==> src/ctg_pkg.sv <==
// constants and carrier types for the codec control registers and tone generator
// Overview of operation
// - transmit override set: last written transmit byte goes out each frame, encoder ignored.
// - all PCM samples shift most significant bit first, both directions.
// - voice enable gates PCM; clear means no decode, transmit slot floats; resets clear.
// - slot select picks first or second B channel slot; default first.
// - supply select chooses supply setting; resets to the 3.3V setting.
// - receive data register holds host byte or received byte per receive override.
// - receive override set decodes register byte each frame; else register returns received byte.
// - transmit data register is write only; host gets no readback.
// - path register bits 7:6 choose one of three microphones or transmit mute.
// - sidetone enable bit drives sidetone, forced off while transmit path disabled.
// - two output enables choose earpiece, extra output or mute; never both set.
// - tone routing bit sends tone generator to extra or earpiece amplifier.
// - speech routing bit sends decoded speech to extra or earpiece amplifier.
// - gain register upper nibble sets transmit gain 0 to 22.5dB, 1.5dB steps.
// - gain register lower nibble sets sidetone attenuation -12.5 to -27.5dB, 1dB steps.
// - receive gain upper nibble sets earpiece gain 0 to -30dB, 2dB steps.
// - receive gain lower nibble sets extra amplifier gain downward, 2dB steps.
// - tone register upper nibble attenuates generator output down to -27dB.
// - generator select bits pick tone one, tone two, summed or mute.
// - waveform bit selects sinewave or squarewave generator output.
// - tone injection bit routes generator into transmit data path.
// - tone frequency equals register value over 0.128, 0.256 or 0.064.
// - two range bits select standard, halved or doubled frequency range.
// - range code 00 standard default, 01 halved, 10 doubled, 11 forbidden.
package ctg_pkg;
	localparam int DATA_W = 8;
	localparam int ADDR_W = 4;
	// register indices in the address field of the command byte
	localparam logic [3:0] REG_IFC = 4'h1;
	localparam logic [3:0] REG_RXD = 4'h2;
	localparam logic [3:0] REG_TXD = 4'h3;
	localparam logic [3:0] REG_PATH = 4'h4;
	localparam logic [3:0] REG_TXG = 4'h5;
	localparam logic [3:0] REG_RXG = 4'h6;
	localparam logic [3:0] REG_TONE = 4'h7;
	localparam logic [3:0] REG_F1 = 4'h8;
	localparam logic [3:0] REG_F2 = 4'h9;
	localparam logic [3:0] REG_RANGE = 4'ha;
	// command byte fields
	localparam int CMD_READ_BIT = 7;
	// interface control bits
	localparam int IFC_RXOVR = 4;
	localparam int IFC_TXOVR = 3;
	localparam int IFC_VOICE = 2;
	localparam int IFC_SLOT = 1;
	localparam int IFC_SUPPLY = 0;
	// path select bits
	localparam int PATH_SIDE = 5;
	localparam int PATH_OE1 = 4;
	localparam int PATH_OE2 = 3;
	localparam int PATH_TONE = 2;
	localparam int PATH_SPEECH = 0;
	localparam logic [1:0] MIC_MUTE = 2'h3;
	// tone control bits
	localparam int TONE_F1 = 3;
	localparam int TONE_F2 = 2;
	localparam int TONE_WAVE = 1;
	localparam int TONE_INJ = 0;
	// range codes
	localparam logic [1:0] RANGE_STD = 2'h0;
	localparam logic [1:0] RANGE_HALF = 2'h1;
	localparam logic [1:0] RANGE_DBL = 2'h2;
	// reset values
	localparam logic [7:0] RST_REG = 8'h00;
	// tone base tick: 1.024 MHz, phase of 18 bits gives 3.90625 Hz per step
	localparam longint CLK_HZ = 100000000;
	localparam longint TICK_HZ = 1024000;
	localparam int NCO_W = 32;
	localparam logic [31:0] TICK_INC = 32'((TICK_HZ * (64'd1 << NCO_W)) / CLK_HZ);
	localparam int PH_W = 18;
	// summed mode scale for tone two, about -2 dB (203/256)
	localparam logic [7:0] F2_SCALE = 8'hcb;
	// decoded pins after synchronising
	typedef struct packed {
		logic cclk;
		logic cs_b;
		logic cdi;
		logic bclk;
		logic fs;
		logic dr;
	} ctg_pins_t;
	// analog front end settings
	typedef struct packed {
		logic [1:0] mic_sel;
		logic sidetone_en;
		logic earpiece_en;
		logic extra_en;
		logic tone_to_earpiece;
		logic speech_to_earpiece;
		logic [3:0] tx_gain;
		logic [3:0] sidetone_att;
		logic [3:0] ear_gain;
		logic [3:0] extra_gain;
		logic [3:0] tone_att;
		logic tone_inject;
		logic supply_sel;
	} ctg_analog_t;
endpackage

==> src/ctg_top.sv <==
// codec control register bank, PCM slot port and ring/tone generator
`timescale 1ns/1ps
`default_nettype none
module ctg_top #(
	parameter int DW = 8
) (
	input wire logic clk_i,
	input wire logic rst_b_i,
	input wire logic ce_i,
	input wire logic cclk_i,
	input wire logic cs_b_i,
	input wire logic cdi_i,
	output logic cdo_o,
	output logic cdo_oe_b_o,
	input wire logic bclk_i,
	input wire logic fs_i,
	input wire logic dr_i,
	output logic dx_o,
	output logic dx_oe_b_o,
	input wire logic [DW-1:0] enc_data_i,
	input wire logic enc_valid_i,
	output logic enc_ready_o,
	output logic [DW-1:0] dec_data_o,
	output logic dec_valid_o,
	input wire logic dec_ready_i,
	output ctg_pkg::ctg_analog_t analog_o,
	output logic [7:0] tone_sample_o
);
	import ctg_pkg::*;

	logic [7:0] regs_q [0:10];
	ctg_pins_t s1_q, s2_q, s3_q, st_q, prev_q;
	logic [15:0] csh_q;
	logic [4:0] cbits_q;
	logic [7:0] cout_q;
	logic rd_q;
	logic [3:0] fbits_q;
	logic [7:0] rsh_q, tsh_q;
	logic in_frame_q, slot_act_q;
	logic [7:0] rxd_q;
	logic push_pend_q;
	logic [7:0] push_byte_q;
	logic [DW-1:0] buf_q [0:1];
	logic [1:0] cnt_q;
	logic rd_ptr_q, wr_ptr_q;
	logic [31:0] nco_q;
	logic [PH_W-1:0] ph1_q, ph2_q;
	logic [7:0] smp_q;

	logic cclk_rise, cclk_fall, cs_rise, cs_fall, bclk_rise, bclk_fall, fs_rise;
	logic voice_en, slot_first, slot_last, buf_in_ready, buf_push, buf_pop, tick;
	logic [PH_W-1:0] ph_add1, ph_add2;
	logic [7:0] w1, w2;
	logic [8:0] sum;
	logic [3:0] cmd_addr;

	// three-stage synchronisers, a change counts when stages two and three agree
	always_ff @(posedge clk_i or negedge rst_b_i) begin
		if (!rst_b_i) begin
			// all stages start at the idle pin levels, select high, so no false edge follows reset
			s1_q <= 6'h10;
			s2_q <= 6'h10;
			s3_q <= 6'h10;
			st_q <= 6'h10;
			prev_q <= 6'h10;
		end else if (ce_i) begin
			s1_q <= {cclk_i, cs_b_i, cdi_i, bclk_i, fs_i, dr_i};
			s2_q <= s1_q;
			s3_q <= s2_q;
			for (int i = 0; i < 6; i++) begin
				if (s2_q[i] == s3_q[i]) begin
					st_q[i] <= s3_q[i];
				end
			end
			prev_q <= st_q;
		end
	end

	assign cclk_rise = st_q.cclk & ~prev_q.cclk;
	assign cclk_fall = ~st_q.cclk & prev_q.cclk;
	assign cs_fall = ~st_q.cs_b & prev_q.cs_b;
	assign cs_rise = st_q.cs_b & ~prev_q.cs_b;
	assign bclk_rise = st_q.bclk & ~prev_q.bclk;
	assign bclk_fall = ~st_q.bclk & prev_q.bclk;
	assign fs_rise = st_q.fs & ~prev_q.fs;

	// command address completes with the eighth bit, still on the synced data pin
	assign cmd_addr = {csh_q[ADDR_W-2:0], st_q.cdi};

	// serial control port: command byte then data byte, msb first
	always_ff @(posedge clk_i or negedge rst_b_i) begin
		if (!rst_b_i) begin
			csh_q <= '0;
			cbits_q <= '0;
			rd_q <= 1'b0;
			cout_q <= '0;
		end else if (ce_i) begin
			if (cs_fall) begin
				cbits_q <= '0;
				rd_q <= 1'b0;
			end else if (!st_q.cs_b && cclk_rise && cbits_q != 5'h10) begin
				csh_q <= {csh_q[14:0], st_q.cdi};
				cbits_q <= cbits_q + 5'h1;
				if (cbits_q == 5'h7) begin
					rd_q <= csh_q[CMD_READ_BIT - 1];
					case (cmd_addr)
						REG_RXD: cout_q <= rxd_q;
						REG_TXD: cout_q <= '0;
						default: begin
							// unmapped addresses read zero
							if (cmd_addr >= REG_IFC && cmd_addr <= REG_RANGE) begin
								cout_q <= regs_q[cmd_addr];
							end else begin
								cout_q <= '0;
							end
						end
					endcase
				end
			end else if (!st_q.cs_b && cclk_fall && rd_q && cbits_q > 5'h8) begin
				// msb stands through the ninth rise, later bits follow each fall
				cout_q <= {cout_q[6:0], 1'b0};
			end else if (cs_rise) begin
				// drop the read flag so the next select does not drive cdo early
				rd_q <= 1'b0;
			end
		end
	end

	// read data driven while selected in the data byte of a read
	assign cdo_o = cout_q[7];
	assign cdo_oe_b_o = ~(rd_q & ~st_q.cs_b & cbits_q >= 5'h8);

	// register writes at the close of a full write, received byte capture
	always_ff @(posedge clk_i or negedge rst_b_i) begin
		if (!rst_b_i) begin
			for (int i = 0; i < 11; i++) begin
				regs_q[i] <= RST_REG;
			end
			rxd_q <= RST_REG;
		end else if (ce_i) begin
			if (cs_rise && cbits_q == 5'h10 && !csh_q[8 + CMD_READ_BIT]) begin
				if (csh_q[11:8] == REG_RXD) begin
					// host byte for the receive path
					rxd_q <= csh_q[7:0];
				end else if (csh_q[11:8] >= REG_IFC && csh_q[11:8] <= REG_RANGE) begin
					regs_q[csh_q[11:8]] <= csh_q[7:0];
				end
			end else if (slot_last && bclk_fall && !regs_q[REG_IFC][IFC_RXOVR]) begin
				rxd_q <= {rsh_q[6:0], st_q.dr};
			end
		end
	end

	assign voice_en = regs_q[REG_IFC][IFC_VOICE];

	// PCM frame bit counter; slot offset of 0 or 8 bits
	always_ff @(posedge clk_i or negedge rst_b_i) begin
		if (!rst_b_i) begin
			fbits_q <= '0;
			in_frame_q <= 1'b0;
			slot_act_q <= 1'b0;
		end else if (ce_i) begin
			if (fs_rise) begin
				fbits_q <= '0;
				in_frame_q <= 1'b1;
				slot_act_q <= 1'b0;
			end else if (in_frame_q && bclk_rise) begin
				slot_act_q <= voice_en && (fbits_q[3] == regs_q[REG_IFC][IFC_SLOT]);
				fbits_q <= fbits_q + 4'h1;
				if (fbits_q == 4'hf) begin
					in_frame_q <= 1'b0;
				end
			end else if (!in_frame_q && bclk_fall) begin
				// last fall of the frame closes a second-slot transfer, dx floats again
				slot_act_q <= 1'b0;
			end
		end
	end

	assign slot_first = in_frame_q && bclk_rise && voice_en && fbits_q == {regs_q[REG_IFC][IFC_SLOT], 3'h0};
	assign slot_last = slot_act_q && fbits_q[2:0] == 3'h0 && fbits_q != 4'h0 ? 1'b1 :
		slot_act_q && fbits_q == 4'h0 && !in_frame_q;

	// msb first shift registers for both directions
	always_ff @(posedge clk_i or negedge rst_b_i) begin
		if (!rst_b_i) begin
			rsh_q <= '0;
			tsh_q <= '0;
		end else if (ce_i) begin
			if (slot_first) begin
				if (regs_q[REG_IFC][IFC_TXOVR])
					tsh_q <= regs_q[REG_TXD];
				else if (enc_valid_i)
					tsh_q <= enc_data_i;
				else
					tsh_q <= '0;
			end else if (slot_act_q && bclk_rise) begin
				tsh_q <= {tsh_q[6:0], 1'b0};
			end
			if (slot_act_q && bclk_fall) begin
				rsh_q <= {rsh_q[6:0], st_q.dr};
			end
		end
	end

	// encoder sample taken only when not overridden
	assign enc_ready_o = slot_first & ce_i & ~regs_q[REG_IFC][IFC_TXOVR];
	assign dx_o = tsh_q[7];
	assign dx_oe_b_o = ~slot_act_q;

	// byte to decode, held until the buffer accepts it
	always_ff @(posedge clk_i or negedge rst_b_i) begin
		if (!rst_b_i) begin
			push_pend_q <= 1'b0;
			push_byte_q <= '0;
		end else if (ce_i) begin
			if (slot_last && bclk_fall) begin
				push_pend_q <= 1'b1;
				push_byte_q <= regs_q[REG_IFC][IFC_RXOVR] ? rxd_q : {rsh_q[6:0], st_q.dr};
			end else if (buf_push) begin
				push_pend_q <= 1'b0;
			end
		end
	end

	// two-entry buffer in front of the decoder
	assign buf_in_ready = cnt_q != 2'h2;
	assign buf_push = push_pend_q & buf_in_ready;
	assign buf_pop = dec_ready_i & (cnt_q != 2'h0);
	assign dec_valid_o = cnt_q != 2'h0;
	assign dec_data_o = buf_q[rd_ptr_q];

	always_ff @(posedge clk_i or negedge rst_b_i) begin
		if (!rst_b_i) begin
			buf_q[0] <= '0;
			buf_q[1] <= '0;
			cnt_q <= '0;
			rd_ptr_q <= 1'b0;
			wr_ptr_q <= 1'b0;
		end else if (ce_i) begin
			if (buf_push) begin
				buf_q[wr_ptr_q] <= push_byte_q[DW-1:0];
				wr_ptr_q <= ~wr_ptr_q;
			end
			if (buf_pop) begin
				rd_ptr_q <= ~rd_ptr_q;
			end
			cnt_q <= cnt_q + {1'b0, buf_push} - {1'b0, buf_pop};
		end
	end

	// base tick of the tone oscillators
	always_ff @(posedge clk_i or negedge rst_b_i) begin
		if (!rst_b_i) begin
			nco_q <= '0;
		end else if (ce_i) begin
			nco_q <= nco_q + TICK_INC;
		end
	end

	// wrap of the base accumulator marks one tick, frozen with the clock enable
	assign tick = ce_i & (nco_q > (nco_q + TICK_INC));

	// range scales the phase step; forbidden code treated as standard
	always_comb begin
		case (regs_q[REG_RANGE][1:0])
			RANGE_HALF: begin
				ph_add1 = PH_W'(regs_q[REG_F1]);
				ph_add2 = PH_W'(regs_q[REG_F2]);
			end
			RANGE_DBL: begin
				ph_add1 = PH_W'({regs_q[REG_F1], 2'h0});
				ph_add2 = PH_W'({regs_q[REG_F2], 2'h0});
			end
			default: begin
				ph_add1 = PH_W'({regs_q[REG_F1], 1'b0});
				ph_add2 = PH_W'({regs_q[REG_F2], 1'b0});
			end
		endcase
	end

	always_ff @(posedge clk_i or negedge rst_b_i) begin
		if (!rst_b_i) begin
			ph1_q <= '0;
			ph2_q <= '0;
		end else if (tick) begin
			ph1_q <= ph1_q + ph_add1;
			ph2_q <= ph2_q + ph_add2;
		end
	end

	// quarter-wave sine lookup, offset binary around 8'h80
	function automatic logic [7:0] wave(input logic [PH_W-1:0] ph, input logic square);
		logic [2:0] idx;
		logic [6:0] mag;
		idx = ph[PH_W-2] ? ~ph[PH_W-3:PH_W-5] : ph[PH_W-3:PH_W-5];
		case (idx)
			3'h0: mag = 7'h0c;
			3'h1: mag = 7'h25;
			3'h2: mag = 7'h3c;
			3'h3: mag = 7'h50;
			3'h4: mag = 7'h61;
			3'h5: mag = 7'h6e;
			3'h6: mag = 7'h78;
			default: mag = 7'h7d;
		endcase
		if (square)
			mag = 7'h7f;
		wave = ph[PH_W-1] ? 8'h80 - {1'b0, mag} : 8'h80 + {1'b0, mag};
	endfunction

	// waveform choice; tone selection and summing
	always_comb begin
		w1 = wave(ph1_q, ~regs_q[REG_TONE][TONE_WAVE]);
		w2 = wave(ph2_q, ~regs_q[REG_TONE][TONE_WAVE]);
		sum = 9'({1'b0, w1[7:1]}) + 9'((16'(w2) * 16'(F2_SCALE)) >> 9);
	end

	always_ff @(posedge clk_i or negedge rst_b_i) begin
		if (!rst_b_i) begin
			smp_q <= 8'h80;
		end else if (ce_i) begin
			// one sample a cycle; mute parks the output at mid-scale
			case (regs_q[REG_TONE][TONE_F1:TONE_F2])
				2'h1: smp_q <= w2;
				2'h2: smp_q <= w1;
				2'h3: smp_q <= sum[7:0] + 8'h40 - 8'h40;
				default: smp_q <= 8'h80;
			endcase
		end
	end

	assign tone_sample_o = smp_q;

	// analog front end settings from the registers
	always_comb begin
		analog_o.mic_sel = regs_q[REG_PATH][7:6];
		// sidetone forced off with transmit path disabled
		analog_o.sidetone_en = regs_q[REG_PATH][PATH_SIDE] & voice_en & (regs_q[REG_PATH][7:6] != MIC_MUTE);
		// output enables, both set treated as mute
		analog_o.earpiece_en = regs_q[REG_PATH][PATH_OE1] & ~regs_q[REG_PATH][PATH_OE2];
		analog_o.extra_en = regs_q[REG_PATH][PATH_OE2] & ~regs_q[REG_PATH][PATH_OE1];
		analog_o.tone_to_earpiece = regs_q[REG_PATH][PATH_TONE];
		analog_o.speech_to_earpiece = regs_q[REG_PATH][PATH_SPEECH];
		analog_o.tx_gain = regs_q[REG_TXG][7:4];
		analog_o.sidetone_att = regs_q[REG_TXG][3:0];
		analog_o.ear_gain = regs_q[REG_RXG][7:4];
		analog_o.extra_gain = regs_q[REG_RXG][3:0];
		analog_o.tone_att = regs_q[REG_TONE][7:4];
		analog_o.tone_inject = regs_q[REG_TONE][TONE_INJ];
		analog_o.supply_sel = regs_q[REG_IFC][IFC_SUPPLY];
	end
endmodule
`default_nettype wire

==> config.mk <==
export PLATFORM = sky130hd
export DESIGN_NAME = ctg_top
export DESIGN_NICKNAME = d
export VERILOG_FILES = /design/src/ctg_pkg.sv /design/src/ctg_top.sv
export SDC_FILE = /design/constraint.sdc
export NUM_CORES = 1
export LEC_CHECK = 0
export ABC_AREA = 1
export BUFFER_PORTS_ARGS = -buffer_cell sky130_fd_sc_hd__buf_2
export CAP_MARGIN = 0
export CORE_UTILIZATION = 25
export CTS_CLUSTER_DIAMETER = 60
export CTS_CLUSTER_SIZE = 20
export DETAILED_ROUTE_END_ITERATION = 12
export GPL_ROUTABILITY_DRIVEN = 1
export PLACE_DENSITY = 0.47
export REMOVE_ABC_BUFFERS = 1
export SKIP_CTS_REPAIR_TIMING = 1
export SLEW_MARGIN = 20
export SYNTH_ARGS = -nofsm -noshare
export SYNTH_HDL_FRONTEND = slang
export SYNTH_SLANG_ARGS = --single-unit
==> constraint.sdc <==
create_clock -name clk_i -period 8.75 [get_ports clk_i]
set_clock_uncertainty 0.1 [all_clocks]
set_input_delay 1.75 -clock clk_i [delete_from_list [all_inputs] [get_ports clk_i]]
set_output_delay 1.75 -clock clk_i [all_outputs]
set_load 0.05 [all_outputs]
Word level (Yosys, flattened, before mapping)
Index checks and enable logic that the tools add are counted.
Word-level totals
  register bits after elaboration: 280
  latch bits: 0
  bits in writable memories: 0
  ROM bits: 0
  bits of input ports: 19
  output and inout port bits: 51
  word-level logic and storage cells: 284
  memories kept: 0
Operators by class
  $add $sub $neg: 14
  $mul: 1
  divide/modulo/power cells: 0
  $lt $le $gt $ge: 13
  equal/unequal tests: 38
  shift operators: 0
  muxes and demuxes: 54
  bitwise operators: 40
  reductions and logical operators: 64
Operator list (number)
  2-to-1 mux 8 bit: 21
  case mux 7 bit (7 select lines): 2
  bitwise mux 88 bit: 1
  case mux 10 bit (2 select lines): 2
  adder 18 bit: 2
  adder 32 x 26 -> 32 bit, second input constant: 1
  binary-select mux 8 bit (select 4 bit): 1
  demux 8 bit (select 4 bit): 1
  > comparator 32 bit: 1
  AND reduction 2 bit: 15
  logical AND 1 bit: 24
  case mux 8 bit (3 select lines): 1
  bitwise AND 1 bit: 18
  == test 3 bit, second input constant: 6
  adder 8 x 7 -> 8 bit, first input constant: 2
  bitwise mux 16 bit: 1
  multiplier 8 x 8 -> 16 bit, second input constant: 1
  NOT 1 bit: 16
  case mux 8 bit (2 select lines): 1
  nonzero test 2 bit: 8
  subtractor 8 x 7 -> 8 bit, first input constant: 2
  2-to-1 mux 1 bit: 14
  2-to-1 mux 7 bit: 2
  == test 3 x 2 -> 1 bit, second input constant: 4
  43 further kinds: 77

Longest topological paths before layout
  depth after elaboration: 12
  mapped depth: 43
  depth with buffers taken out: 43

Worst setup path after synthesis
OpenSTA, ideal clock, no wires.
  kind: reg2reg
  start point: register ph2_q[16]
  end point: register smp_q[7] (netlist: tone_sample_o[7])
  setup time: 84 ps
  arrival: 5732 ps
  required time: 8566 ps
  path slack: 2834 ps
  stages on the path, launching flop included: 32
  buffers on the path: 0
  period minus slack after synthesis: 5916 ps
  cell sequence: dfrtp_1 -> ha_1 -> inv_1 -> o21ai_0 -> nor2_1 -> ha_1 -> nand2_1 -> o21ai_0 -> ha_1 -> inv_1 -> fa_1 -> inv_1 -> fa_1 -> inv_1 -> fa_1 -> inv_1 -> ha_1 -> a21oi_1 -> nor2_1 -> o21ai_0 -> nand2_1 -> nand2_1 -> nand2_1 -> ha_1 -> a21oi_1 -> nand2_1 -> a21o_1 -> a21oi_1 -> nor2_1 -> o21a_1 -> o21ai_0 -> a21oi_1
Between the ends
  word-level cells in the longest chain between the ends: 11
  elaborated cells on any way between the ends: 18
  those cells by class: add/sub (5); mul (1); eq/ne (6); mux (5); reduce/logical (1)
Ends and longest elaborated chain
  start, declared: line ctg_top.sv:47  | logic [PH_W-1:0] ph1_q, ph2_q;
  start signal, assigned: line ctg_top.sv:288  | ph2_q <= ph2_q + ph_add2;
  2-to-1 mux 3 bit (*): line ctg_top.sv:296  | idx = ph[PH_W-2] ? ~ph[PH_W-3:PH_W-5] : ph[PH_W-3:PH_W-5];
  == test 3 bit, or another cell as far along: line ctg_top.sv:297  | case (idx)
  case mux 7 bit (7 select lines) (*): line ctg_top.sv:297
  2-to-1 mux 7 bit (*): line ctg_top.sv:307  | if (square)
  adder 8 x 7 -> 8 bit / subtractor 8 x 7 -> 8 bit (equally long branches): line ctg_top.sv:309  | wave = ph[PH_W-1] ? 8'h80 - {1'b0, mag} : 8'h80 + {1'b0, mag};
  2-to-1 mux 8 bit (*): line ctg_top.sv:309
  multiplier 8 x 8 -> 16 bit: line ctg_top.sv:316  | sum = 9'({1'b0, w1[7:1]}) + 9'((16'(w2) * 16'(F2_SCALE)) >> 9);
  adder 7 x 7 -> 8 bit: line ctg_top.sv:316
  adder 8 x 7 -> 8 bit: line ctg_top.sv:327  | 2'h3: smp_q <= sum[7:0] + 8'h40 - 8'h40;
  subtractor 8 x 7 -> 8 bit: line ctg_top.sv:327
  case mux 8 bit (3 select lines) (*): line ctg_top.sv:324  | case (regs_q[REG_TONE][TONE_F1:TONE_F2])
  end signal, assigned: line ctg_top.sv:325  | 2'h1: smp_q <= w2;
  end signal, assigned: line ctg_top.sv:326  | 2'h2: smp_q <= w1;
  end signal, assigned: line ctg_top.sv:327
  end, declared: line ctg_top.sv:48  | logic [7:0] smp_q;
Every way passes the cells marked *; elsewhere a longest branch is shown, timed or not.
A chain may end at the register's enable or synchronous reset.

Worst setup path in the final report
Same ends and word-level chain as after synthesis.

==> impl_results.md <==
- Status: finished clean
- Wire per inst: 14.21 um
- Post-layout minimum cycle time: 6484 ps
- Static Leak: 8.826 nW
- Int Pwr: 2.514 mW
- CTS buffer count: 30
- Critical-path maximum fanout: 5
- Stages on the worst setup path: 33
- Buf/Inv on CP: 5
- Register Area: 0.006664 mm2
- Placed insts: 2904
- Layout cell share with drive strength beyond 1: 7.336%
- EDFF count, synth: 0
- Post-Route WL: 42060 um
- Peak VDD IR: 0.1642 mV
- Hold slack: 275.8 ps
- Part of the power in registers: 39.1%
- Io pins: 70
- DR DRC count: 0
- Total grt overflow: 0
- Synthesis-to-layout area growth: 12.77%
- Worst min path class: reg2reg
- Max Freq: 154.2 MHz
- R2R depth: 33
- PwrDens: 222.6 mW/mm2
- Sw Share: 38.03%
- Synth cell count leaders: 591 x nand2_1, 260 x dfrtp_1, 228 x inv_1, 223 x o21ai_0, 131 x nor2_1
- Data required, critical path: 9150 ps
- Switch Pwr: 1.543 mW
- DIE WIDTH: 256.3 um
- MaxCap Viol Count: 0
- Largest net degree at the start of global routing: 164
- Layout Nets: 2219
- RSZ-0062 raised after global routing: no
- Clk_lat worst skew: 610 ps
- Family with the most delay on the worst path: adder cells
- Final Wtd Congestion: 0.8306
- ANT cells: 0
- Cells after synthesis: 2081
- Final setup viols: 0
- Total Routing Usage GR: 12.85%
- Critical Path Most Common Cell: nand2_1
- Mapped Avg Cell Area: 7.766 um2
- Clk pin slew, worst setup/hold paths: 80 ps
- Combinational fraction of design power: 27.8%
- 1st-pass router iterations: 5
- CTS max path bufs: 3
- Die H: 256.3 um
- Remaining antenna violation count: 0
- Initial Util: 25.48%
- Worst slew pin tran: 1018 ps
- Share of the synthesized area in the top cell type: 40.26%
- H-tree Lvls: 1
- Fin. Hold Viols: 0
- Max incr delay on CP: 500 ps
- Cell Count, Final, Fillers Out: 2959
- Vias in the first global route: 13059
- Vias: 13416
- Row cnt: 92
- Ys flop type: dfrtp_1
- DRT iter0 DRCs: 695
- DP Wirelength: 29490 um
- Final Total Pwr: 4.057 mW
- Largest cells by area after synthesis: dfrtp_1 40%, nand2_1 14%, ha_1 7.5%
- Slowest-stage cell, CP: fa_1
- Relative slew slack: 31.91%
- Clock power frac: 33.1%
- Cell with the most instances after synthesis: nand2_1
- Area occupied by multi-input gates: 0.008155 mm2
- Syn Std Cell Area: 0.01616 mm2
- Worst Path Arrival: 6890 ps
- Netlist cell types: 50
- Post-synthesis sequential area ratio: 41.23%
- Worst hold path depth: 0
- Post-DP Area: 0.01717 mm2
- Synth Warn #: 0
- Count of final max-slew check failures: 0
- Post-synth top area cell: dfrtp_1
- # clock sinks: 266
- Seq cells post-synth: 266
- CP startpoint kind: flop
- # fillers: 6856
- CTS tree: yes
- Core area: 0.06343 mm2
- Worst setup path category: reg2reg
- Via/cell ratio: 4.534
- I/O Buffers: 69
- Post-synth ARST share: 100.0%
- Initial antenna violation count: 0
- Critical Path Sink Type: flop
- Die area: 0.06567 mm2
- Final TNS setup: 0 ps
- Root buffer cell: clkbuf_16
- First-pass GRT wire length: 70110 um
- Finished Cell Area: 0.01823 mm2
- Final period util: 74.10%
-- power by group through the flow --
| stage | Sequential, mW | Combinational (mW) | Clock, mW |
|---|---|---|---|
| after floorplan | 1.57 | 0.819 | 0 |
| after global placement | 1.60 | 1.13 | 0 |
| after detailed placement | 1.61 | 1.15 | 0 |
| after CTS | 1.59 | 1.15 | 1.39 |
| after global routing | 1.62 | 1.29 | 1.44 |
| final | 1.58 | 1.13 | 1.34 |
-- final timing paths --
| check | start | to | slack (ps) |
|---|---|---|---|
| max reg2reg | ph2_q[16] | tone_sample_o[7] | 2270 |
| max in group asynchronous | rst_b_i | ph1_q[4] | 6050 |
| min | regs_q[86] | regs_q[86] | 280 |
| min reg2reg | regs_q[86] | regs_q[86] | 280 |
| min in group asynchronous | rst_b_i | s2_q[2] | 1080 |
| max | ph2_q[16] | tone_sample_o[7] | 2270 |
-- final cells by class --
class,count,share of cell area [%]
multi-input cells,1484,44.75
flip-flops and latches,266,36.56
well taps,846,5.808
inverters,232,4.778
clock buffers,32,4.270
repair buffers,76,2.320
clock inverters,23,1.517
-- state kept, by name (all words and copies together), names as in the netlist, 16 cells and up --
| signal | flops |
|---|---|
| regs_q | 48 |
| nco_q | 32 |
| analog_o | 26 |
| ph1_q | 18 |
| ph2_q | 18 |
| buf_q | 16 |
| csh_q | 16 |
-- layout by cell type (no fill, tap or decap), types with 3 or more instances in the layout --
cell        instances
buf_4               7
mux2_2              9
inv_6               5
ha_1               97
mux2i_1             7
a31oi_1             8
a21oi_1            83
o211ai_1           23
a21o_1              3
nor2_1            131
clkbuf_16          30
o21a_1             11
clkinv_1            3
clkinv_4            3
o22ai_1            15
nor3_1             10
bufinv_16           3
nand4_1            16
nand2_1           591
clkinvlp_4          3
o21ai_0           223
fa_1               13
a22oi_1            10
xnor2_1            17
nand3b_1            3
o221ai_1           14
dfstp_2             6
dfrtp_1           260
xor2_1             55
buf_2              67
inv_1             228
nand3_1           116
a211oi_1            3
o21bai_1            3
clkinv_2            5
-- kinds of logic after synthesis --
kind of cell,Yosys count,synth area share (%)
XOR/XNOR,72,3.902
flip-flops,266,41.23
adder cells (fa/ha/maj),110,9.120
AO/OA/AOI/OAI,408,14.21
buffers and inverters,331,8.353
multiplexers,16,1.061
AND/OR/NAND/NOR,878,22.13
-- per-layer routing --
metal / track usage (%) / part of all wire (%)
met3: 1.730 / 3.6
met4: 2.944 / 2.1
met1: 17.69 / 49
met2: 21.24 / 46
met5: 0 / 0
-- per-stage QoR --
| step | utilization, % | worst slack, ps |
|---|---|---|
| after floorplan | - | 2832 |
| after global placement | 27.07 | 2296 |
| after detailed placement | 27.07 | 2267 |
| after CTS | 28.74 | 2259 |
| after global routing | 28.74 | 1617 |
| final | 28.74 | 2266 |
No activity file was read; power rests on OpenSTA's default activity.
